File: src/rtl/acs_defines.vh
// constants for the conversion timing sequencer
//
// Functional notes
// - enable only modules the configuration uses; init ends when slowest finishes.
// - init times: core 10us, amp 10us, reference 60us, sensor 35us, dac 35us.
// - below 2 MHz peripheral clock, core init lasts 20 peripheral cycles.
// - keep-warm leaves modules powered, no init before next conversion.
// - keep-warm still inits on first enable and on new input or reference.
// - busy flag is high while module initialization runs.
// - sampling lasts sample length plus one half converter clock cycles.
// - amplifier samples continuously, holds only while converter samples it.
// - amplifier input sampling lasts at least sample length plus one cycle; code samples for amplifier hold length plus one half instead.
// - accumulation count allows up to 1024 samples, up to 22-bit results.
// - conversion state lasts nine cycles in single 8-bit, else thirteen.
// - results appear half a converter clock plus one main clock later.
// - accumulation modes add one more main clock for the final result.
// - single conversion takes init plus sample length plus 15 or 11 cycles.
// - continuous bit starts next conversion as soon as a result is ready.
// - each series sample takes init plus sample length plus 15 cycles.
// - converter clock divides the peripheral clock by a programmable divider.
`ifndef ACS_DEFINES_VH
`define ACS_DEFINES_VH
// register indices
`define ACS_REG_MAIN 3'h0
`define ACS_REG_SAMP 3'h1
`define ACS_REG_ACC 3'h2
`define ACS_REG_AMP 3'h3
`define ACS_REG_CLK 3'h4
`define ACS_REG_STAT 3'h5
`define ACS_REG_RESULT 3'h6
`define ACS_REG_CMD 3'h7
// main control fields
`define ACS_MAIN_EN 0
`define ACS_MAIN_WARM 1
`define ACS_MAIN_AMP 2
`define ACS_MAIN_MODE_LO 4
`define ACS_MAIN_MODE_HI 6
`define ACS_MAIN_INSEL_LO 8
`define ACS_MAIN_INSEL_HI 9
`define ACS_MAIN_REFINT 10
// accumulation control fields
`define ACS_ACC_FREE 4
// modes
`define ACS_MODE_S8 3'h0
`define ACS_MODE_S12 3'h1
`define ACS_MODE_SERIES 3'h2
`define ACS_MODE_BURST 3'h4
// input selects
`define ACS_IN_PIN 2'h0
`define ACS_IN_TEMP 2'h1
`define ACS_IN_DAC 2'h2
// initialization times in microseconds
`define ACS_T_CORE_US 8'd10
`define ACS_T_AMP_US 8'd10
`define ACS_T_REF_US 8'd60
`define ACS_T_TEMP_US 8'd35
`define ACS_T_DAC_US 8'd35
// slow clock rule
`define ACS_SLOW_MHZ 2
`define ACS_SLOW_CORE_CYC 16'd20
// conversion state lengths in converter cycles, and log2 of the largest accumulation count
`define ACS_CONV_S8 4'd9
`define ACS_CONV_OTHER 4'd13
`define ACS_ACC_MAX_LOG 4'd10
// reset values
`define ACS_MAIN_RST 16'h0000
`define ACS_SAMP_RST 8'h02
`define ACS_ACC_RST 8'h00
`define ACS_AMP_RST 8'h02
`define ACS_CLK_RST 16'h0a00
`endif

File: src/rtl/acs_sequencer.v
// converter timing sequencer with register port
//
// Local design decisions: strobed register access and the register addresses.
`timescale 1ns/100ps
`default_nettype none
`include "acs_defines.vh"
module acs_sequencer (
  input wire clk_sys,
  input wire rst,
  input wire [2:0] addr,
  input wire [15:0] wdata,
  input wire wr,
  input wire rd,
  input wire trigger,
  input wire [11:0] sample_in,
  output reg [15:0] rdata,
  output reg converter_busy_flag,
  output reg result_ready,
  output reg sample_hold,
  output reg amp_hold,
  output reg [4:0] power_en
);
  localparam [6:0] ST_IDLE = 7'h01;
  localparam [6:0] ST_INIT = 7'h02;
  localparam [6:0] ST_SAMP = 7'h04;
  localparam [6:0] ST_CONV = 7'h08;
  localparam [6:0] ST_LAT = 7'h10;
  localparam [6:0] ST_MAIN = 7'h20;
  localparam [6:0] ST_ACC = 7'h40;

  reg [15:0] main_control_register;
  reg [7:0] sampling_control_register;
  reg [7:0] accumulation_control_register;
  reg [7:0] amplifier_control_register;
  reg [15:0] clk_cfg;
  reg [23:0] result;
  reg [23:0] acc;
  reg [10:0] acc_left;
  reg [6:0] state;
  reg [8:0] half_cnt;
  reg [4:0] warm_set;
  reg init_start;
  reg first;
  reg [4:0] need;
  reg [10:0] acc_total;
  reg [8:0] samp_halves;
  reg [4:0] conv_cycles;
  reg is_acc;

  wire half_tick;
  wire phase;
  wire init_done;
  wire slow_clk;
  wire [2:0] mode;
  wire [1:0] in_sel;
  wire keep_warm_bit;
  wire continuous_conversion_bit;
  wire [7:0] sample_length_field;
  wire [7:0] amp_hold_length_field;
  wire [3:0] accumulation_count_field;
  wire [3:0] clock_divider_field;
  wire [7:0] us_ticks;
  wire cfg_wr;
  wire run_div;

  assign mode = main_control_register[`ACS_MAIN_MODE_HI:`ACS_MAIN_MODE_LO];
  assign in_sel =
    main_control_register[`ACS_MAIN_INSEL_HI:`ACS_MAIN_INSEL_LO];
  assign keep_warm_bit = main_control_register[`ACS_MAIN_WARM];
  assign continuous_conversion_bit =
    accumulation_control_register[`ACS_ACC_FREE];
  assign sample_length_field = sampling_control_register;
  assign amp_hold_length_field = amplifier_control_register;
  assign accumulation_count_field = accumulation_control_register[3:0];
  assign clock_divider_field = clk_cfg[3:0];
  assign us_ticks = clk_cfg[15:8];
  // timebase below 2 means fewer than two peripheral cycles per microsecond
  assign slow_clk = (us_ticks < `ACS_SLOW_MHZ);
  assign cfg_wr = wr && (addr == `ACS_REG_MAIN);
  // divider starts on the edge that opens sampling, so the window is exact
  assign run_div = (state != ST_IDLE) &&
                   (state != ST_INIT || (init_done && !init_start));

  acs_clkdiv u_div (
    .clk_sys(clk_sys),
    .rst(rst),
    .run(run_div),
    .divider(clock_divider_field),
    .half_tick(half_tick),
    .phase(phase)
  );

  acs_init_timer u_init (
    .clk_sys(clk_sys),
    .rst(rst),
    .start(init_start),
    .need(need),
    .us_ticks(us_ticks),
    .slow_clk(slow_clk),
    .done(init_done)
  );

  // modules the present configuration uses, minus those already warm
  always @* begin
    need = 5'h00;
    need[0] = 1'b1;
    need[1] = main_control_register[`ACS_MAIN_AMP];
    need[2] = main_control_register[`ACS_MAIN_REFINT];
    need[3] = (in_sel == `ACS_IN_TEMP);
    need[4] = (in_sel == `ACS_IN_DAC);
    if (keep_warm_bit && !first)
      need = need & ~warm_set;
  end

  // per-mode timing figures
  always @* begin
    // sampling in half cycles: field plus one half
    samp_halves = {sample_length_field, 1'b1};
    if (main_control_register[`ACS_MAIN_AMP])
      samp_halves = {amp_hold_length_field, 1'b1};
    if (mode == `ACS_MODE_S8)
      conv_cycles = {1'b0, `ACS_CONV_S8};
    else
      conv_cycles = {1'b0, `ACS_CONV_OTHER};
    is_acc = (mode == `ACS_MODE_SERIES) || (mode == `ACS_MODE_BURST);
    if (accumulation_count_field > `ACS_ACC_MAX_LOG)
      acc_total = 11'h400;
    else
      acc_total = 11'h001 << accumulation_count_field;
  end

  // main sequencer
  always @(posedge clk_sys) begin
    if (rst) begin
      state <= ST_IDLE;
      half_cnt <= 9'h000;
      init_start <= 1'b0;
      first <= 1'b1;
      warm_set <= 5'h00;
      converter_busy_flag <= 1'b0;
      result_ready <= 1'b0;
      sample_hold <= 1'b0;
      amp_hold <= 1'b0;
      power_en <= 5'h00;
      acc <= 24'h000000;
      acc_left <= 11'h000;
      result <= 24'h000000;
    end else begin
      init_start <= 1'b0;
      result_ready <= 1'b0;
      if (!main_control_register[`ACS_MAIN_EN]) begin
        first <= 1'b1;
        warm_set <= 5'h00;
      end
      case (state)
        ST_IDLE: begin
          sample_hold <= 1'b0;
          amp_hold <= 1'b0;
          if (!keep_warm_bit) begin
            power_en <= 5'h00;
            warm_set <= 5'h00;
          end
          if (trigger && main_control_register[`ACS_MAIN_EN]) begin
            converter_busy_flag <= 1'b1;
            power_en <= power_en | need;
            init_start <= 1'b1;
            // a pending series keeps its running sum
            if (!(is_acc && acc_left != 11'h000)) begin
              acc <= 24'h000000;
              acc_left <= is_acc ? acc_total : 11'h001;
            end
            state <= ST_INIT;
          end
        end
        ST_INIT: begin
          converter_busy_flag <= 1'b1;
          if (init_done && !init_start) begin
            first <= 1'b0;
            warm_set <= power_en;
            half_cnt <= samp_halves;
            sample_hold <= 1'b1;
            amp_hold <= main_control_register[`ACS_MAIN_AMP];
            state <= ST_SAMP;
          end
        end
        ST_SAMP: begin
          if (half_tick) begin
            if (half_cnt <= 9'h001) begin
              sample_hold <= 1'b0;
              amp_hold <= 1'b0; // amplifier back to tracking
              half_cnt <= {3'h0, conv_cycles, 1'b0};
              state <= ST_CONV;
            end else begin
              half_cnt <= half_cnt - 9'h001;
            end
          end
        end
        ST_CONV: begin
          if (half_tick) begin
            if (half_cnt == 9'h001) begin
              half_cnt <= 9'h001;
              state <= ST_LAT;
            end else begin
              half_cnt <= half_cnt - 9'h001;
            end
          end
        end
        ST_LAT: begin
          // half a converter cycle before the main clock step
          if (half_tick)
            state <= ST_MAIN;
        end
        ST_MAIN: begin
          acc <= acc + {12'h000, sample_in};
          acc_left <= acc_left - 11'h001;
          if (is_acc && acc_left == 11'h001) begin
            state <= ST_ACC;
          end else if (acc_left == 11'h001) begin
            result <= {12'h000, sample_in};
            acc_left <= {10'h000, continuous_conversion_bit};
            converter_busy_flag <= continuous_conversion_bit;
            result_ready <= 1'b1;
            state <= continuous_conversion_bit ? ST_INIT : ST_IDLE;
            init_start <= continuous_conversion_bit;
          end else if (mode == `ACS_MODE_BURST) begin
            half_cnt <= samp_halves;
            sample_hold <= 1'b1;
            state <= ST_SAMP;
          end else begin
            state <= ST_IDLE; // series waits for next trigger
          end
        end
        ST_ACC: begin
          result <= acc;
          converter_busy_flag <= continuous_conversion_bit;
          result_ready <= 1'b1;
          acc <= 24'h000000;
          // nothing left pending unless the next run starts at once
          acc_left <= continuous_conversion_bit ? acc_total : 11'h000;
          init_start <= continuous_conversion_bit;
          state <= continuous_conversion_bit ? ST_INIT : ST_IDLE;
        end
        default: state <= ST_IDLE;
      endcase
      if (state == ST_IDLE && acc_left != 11'h000 && is_acc &&
          !trigger)
        converter_busy_flag <= 1'b1; // series pending keeps busy
    end
  end

  // register writes
  always @(posedge clk_sys) begin
    if (rst) begin
      main_control_register <= `ACS_MAIN_RST;
      sampling_control_register <= `ACS_SAMP_RST;
      accumulation_control_register <= `ACS_ACC_RST;
      amplifier_control_register <= `ACS_AMP_RST;
      clk_cfg <= `ACS_CLK_RST;
    end else if (wr) begin
      case (addr)
        `ACS_REG_MAIN: main_control_register <= wdata;
        `ACS_REG_SAMP: sampling_control_register <= wdata[7:0];
        `ACS_REG_ACC: accumulation_control_register <= wdata[7:0];
        `ACS_REG_AMP: amplifier_control_register <= wdata[7:0];
        `ACS_REG_CLK: clk_cfg <= wdata;
        default: clk_cfg <= clk_cfg;
      endcase
    end
  end

  // read data one cycle after the strobe
  always @(posedge clk_sys) begin
    if (rst || !rd) begin
      rdata <= 16'h0000;
    end else begin
      case (addr)
        `ACS_REG_MAIN: rdata <= main_control_register;
        `ACS_REG_SAMP: rdata <= {8'h00, sampling_control_register};
        `ACS_REG_ACC: rdata <= {8'h00, accumulation_control_register};
        `ACS_REG_AMP: rdata <= {8'h00, amplifier_control_register};
        `ACS_REG_CLK: rdata <= clk_cfg;
        `ACS_REG_STAT: rdata <= {9'h000, state[6:1] != 6'h00,
                                 cfg_wr, phase, 3'h0,
                                 converter_busy_flag};
        `ACS_REG_RESULT: rdata <= result[15:0];
        default: rdata <= {8'h00, result[23:16]};
      endcase
    end
  end
endmodule
`default_nettype wire

File: src/rtl/acs_clkdiv.v
// converter clock divider producing half-cycle phase strobes
`timescale 1ns/100ps
`default_nettype none
module acs_clkdiv (
  input wire clk_sys,
  input wire rst,
  input wire run,
  input wire [3:0] divider,
  output reg half_tick,
  output reg phase
);
  reg [3:0] cnt;
  // one strobe each half converter cycle, divider+1 peripheral cycles apart
  always @(posedge clk_sys) begin
    if (rst || !run) begin
      cnt <= 4'h0;
      half_tick <= 1'b0;
      phase <= 1'b0;
    end else if (cnt == divider) begin
      cnt <= 4'h0;
      half_tick <= 1'b1;
      phase <= ~phase;
    end else begin
      cnt <= cnt + 4'h1;
      half_tick <= 1'b0;
    end
  end
endmodule
`default_nettype wire

File: src/rtl/acs_init_timer.v
// parallel initialization timers, one per analog module
`timescale 1ns/100ps
`default_nettype none
`include "acs_defines.vh"
module acs_init_timer (
  input wire clk_sys,
  input wire rst,
  input wire start,
  input wire [4:0] need,
  input wire [7:0] us_ticks,
  input wire slow_clk,
  output reg done
);
  // module order: core, amp, reference, sensor, dac
  wire [39:0] us_tab;
  reg [7:0] us_cnt;
  wire [4:0] busy;
  wire us_tick;
  assign us_tab = {`ACS_T_DAC_US, `ACS_T_TEMP_US, `ACS_T_REF_US,
                   `ACS_T_AMP_US, `ACS_T_CORE_US};
  assign us_tick = (us_cnt >= us_ticks - 8'h01);
  // microsecond timebase from the peripheral clock
  always @(posedge clk_sys) begin
    if (rst || start || us_tick)
      us_cnt <= 8'h00;
    else
      us_cnt <= us_cnt + 8'h01;
  end
  genvar i;
  generate
    for (i = 0; i < 5; i = i + 1) begin : g_mod
      reg [15:0] left;
      reg on;
      // one driver per busy bit
      assign busy[i] = on;
      // each needed module counts down on its own, all in parallel
      always @(posedge clk_sys) begin
        if (rst) begin
          left <= 16'h0000;
          on <= 1'b0;
        end else if (start) begin
          on <= need[i];
          if (i == 0 && slow_clk)
            left <= `ACS_SLOW_CORE_CYC;
          else
            left <= {8'h00, us_tab[i*8 +: 8]};
        end else if (on && left == 16'h0000) begin
          on <= 1'b0;
        end else if (on && (us_tick || (i == 0 && slow_clk))) begin
          left <= left - 16'h0001;
        end
      end
    end
  endgenerate
  // done once the slowest enabled module has finished
  always @(posedge clk_sys) begin
    if (rst || start)
      done <= 1'b0;
    else
      done <= (busy == 5'h00);
  end
endmodule
`default_nettype wire

File: config.mk
export PLATFORM = sky130hd
export DESIGN_NAME = acs_sequencer
export DESIGN_NICKNAME = d
export VERILOG_FILES = /design/src/rtl/acs_sequencer.v /design/src/rtl/acs_clkdiv.v /design/src/rtl/acs_init_timer.v
export VERILOG_INCLUDE_DIRS = /design/src /design/src/rtl
export SDC_FILE = /design/constraint.sdc
export NUM_CORES = 1
export LEC_CHECK = 0
export BUFFER_PORTS_ARGS = -buffer_cell sky130_fd_sc_hd__buf_2
export CAP_MARGIN = 20
export CORE_ASPECT_RATIO = 2
export CORE_MARGIN = 2
export CORE_UTILIZATION = 62
export DETAILED_ROUTE_END_ITERATION = 12
export GPL_TIMING_DRIVEN = 1
export PLACE_DENSITY = 0.87
export SYNTH_ARGS = -nofsm -noshare
export SYNTH_HDL_FRONTEND = slang
export SYNTH_HIERARCHICAL = 1
export SYNTH_SLANG_ARGS = --single-unit
export TNS_END_PERCENT = 10
File: constraint.sdc
create_clock -name clk_sys -period 4.8 [get_ports clk_sys]
set_input_delay 0.48 -clock clk_sys [delete_from_list [all_inputs] [get_ports clk_sys]]
set_output_delay 0.48 -clock clk_sys [all_outputs]
set_load 0.01 [all_outputs]
==> out/results.tsv <==
metric	value	unit
antenna_left	0	
wire_per_inst	18.7	um
path_clk_slew	0.07	ns
die_area	22700	sq um
cts-buffers-inserted	24	
num_vias	12200	
root_buffer	clkbuf_16	
grt_max_degree	68	
crit_required	5.17	ns
tightest_slew	1.23	ns
ctsResizeCount	0	
arrival	4.04	ns
drive_above_1_share	11.0	%
slew_violations	0	
fmax	0.273	GHz
antenna_found_initial	0	
yosysSeqAreaShare	39.6	%
cts_buffer_depth	3	
synth_cell_type_count	91	
async_flop_share	0	%
vias_per_cell	6.39	
grt_usage	31.2	%
slew-limit-headroom	17.7	%
place_inst	1863	
swShare	28.1	%
wirelength	35.6	mm
tns	0	ns
cp_slowest_stage_delay	0.67	ns
worst_skew_pair.late_latency	0.54	ns
slowest_stage	a21oi_4	
cts_tree	built	
dieWidth	108	um
drc	0	
critPathMaxFanout	29	
ys_ff_latch	263	
ir_drop	0.000351	V
critPathBufInv	1	
mostFrequentLayoutCell	dfxtp_1	
nNetsFinal	1692	
yosysTopAreaCellShare	39.6	%
final-setup-viol-count	0	
drt_iter0_markers	854	
final_cell_mix	dfxtp_1, nand2_1, nor2_1	
crit_type	flop to flop	
start_util	63.3	%
row_count	75	
fin_crit	3.67	ns
synth.largest_area_cell	dfxtp_1	
yosysWarningCount	6	
cap_violations	0	
fin_skew	0.0188	ns
cts_hold_buffers	0	
cts_setup_buffers	0	
avgSynthCellArea	8.29	sq um
synth_fp_nets	1674	
dp_hpwl	25.6	mm
synth_cells	1604	
rsz0062_at_grt	no	
cts_sinks	263	
fin_cells	1907	
area_growth	9.40	%
place_congestion	0.997	
coreArea	21000	sq um
netlist_top_cells_area	dfxtp_1, a21oi_1, nand2_1	
num_antenna_cells	0	
grt-ovfl-total	0	
cp-end-kind	flop	
die_y	211	um
clkPwrFrac	38.9	%
grt_pass1_wl	57.5	mm
synth_edf_count	0	
ys_dominant_reg_cell	dfxtp_1	
seq_area	5270	sq um
cp_top_family	simple AND/OR/NAND/NOR gates	
p_per_area	352	nW/um^2
multi_input_area	7590	sq um
cp-start-kind	flop	
drtPass1Iterations	6	
ios	61	
final_core_util	69.2	%
finalHoldViolCount	0	
htreeDepth	1	
period_share	76.4	%
status	finished, final reports clean	
power_leakage	5.34	nW
port_buffers	60	
path_cells	or3_1 > or2_2 > nor4_1 > xnor2_1 > ha_1 > a21oi_1 > o21ai_0 > a21oi_4 > buf_4 > nor2_1 > nor3_1 > a311oi_1	
p_sw	1.44	mW
grt_pass1_vias	12200	
fin_area	14500	sq um
worstHoldPathType	primary input to flop	
syn_area	13300	sq um
placed_cell_area	13700	sq um
combPwrFrac	15.6	%
p_seq_share	45.5	%
num-fill-cells	1684	
internal_power	3.68	mW
-- synth_stat cells, types with 21 or more instances --
| master | instances |
|---|---|
| nor3_1 | 62 |
| dfxtp_1 | 263 |
| xor2_1 | 21 |
| or3_1 | 29 |
| inv_1 | 35 |
| xnor2_1 | 78 |
| ha_1 | 33 |
| mux2i_1 | 25 |
| nor2_1 | 191 |
| clkbuf_1 | 64 |
| nand2_1 | 193 |
| nand3_1 | 30 |
| nand2b_1 | 24 |
| o21ai_0 | 58 |
| a22oi_1 | 22 |
| a21oi_1 | 149 |
| nor4_1 | 32 |
| or4_1 | 25 |
-- cell families after synthesis --
logic type	share of synthesized area, %
AND/OR/NAND/NOR	26.6
adder cells (fa/ha/maj)	3.26
XOR/XNOR	6.52
flip-flops	39.6
multiplexers	3.10
buffers and inverters	3.46
AO/OA/AOI/OAI	17.5
-- power groups by stage --
stage               Clock, mW  Combinational, mW  Sequential (mW)
floorplan                   0              0.588             2.36
global placement            0              0.756             2.37
detailed placement          0              0.781             2.38
CTS                      2.01              0.789             2.33
global route             2.10              0.877             2.34
finish                   1.99              0.802             2.33
-- final timing paths --
path                                  start                       to  slack, ns  depth (start not counted)
worst max-delay path            clk_cfg[11]  u_init/g_mod[3].left[1]       1.13                         12
worst min-delay path              wdata[14]              clk_cfg[14]       0.21                          3
worst max register to register  clk_cfg[11]  u_init/g_mod[3].left[1]       1.13                         12
worst min register to register     amp_hold                 amp_hold       0.46                          2
-- worst register-to-register path: stages, from the launching register on --
cell      delay (ns)
dfxtp_1         0.36
or3_1           0.39
or2_2           0.29
nor4_1          0.23
xnor2_1         0.17
ha_1            0.28
a21oi_1         0.13
o21ai_0         0.21
a21oi_4         0.67
buf_4           0.37
nor2_1          0.12
nor3_1          0.23
a311oi_1        0.08
-- routing by layer --
metal  wire (um)  track usage (%)
met5           0                0
met4        2960             25.1
met3        1670             4.29
met2       18800             57.9
met1       12100             29.6
-- flip-flops by register name, indices dropped and copies added, names as in the netlist, 4 cells and up --
register and flops:
half_cnt 9, clk_cfg 16, accumulation_control_register 8, warm_set 5, state 7, acc 24
main_control_register 16, amp_hold_length_field 8, u_div/cnt 4, u_init/us_cnt 8, u_init/g_mod.on 5, rdata 16
result 24, acc_left 11, sample_length_field 8, u_init/g_mod.left 80, power_en 5
-- final cells by class --
class                      instances  share of cell area [%]
clock buffer                      28                    4.52
sequential                       263                    36.2
tap                              269                    2.31
inverter                          35                   0.903
multi-input combinational       1224                    52.2
clock inverter                    14                    1.08
timing repair buffer              74                    2.81
-- metrics by stage --
| step | hold WS (ns) | power, mW | setup slack (ns) |
|---|---|---|---|
| floorplan | 0.433 | 2.94 | 1.79 |
| global placement | 0.437 | 3.13 | 1.34 |
| detailed placement | 0.449 | 3.16 | 1.20 |
| CTS | 0.192 | 5.13 | 1.18 |
| global route | 0.206 | 5.31 | 0.802 |
| finish | 0.205 | 5.13 | 1.13 |
(Power assumes the default switching activity.)
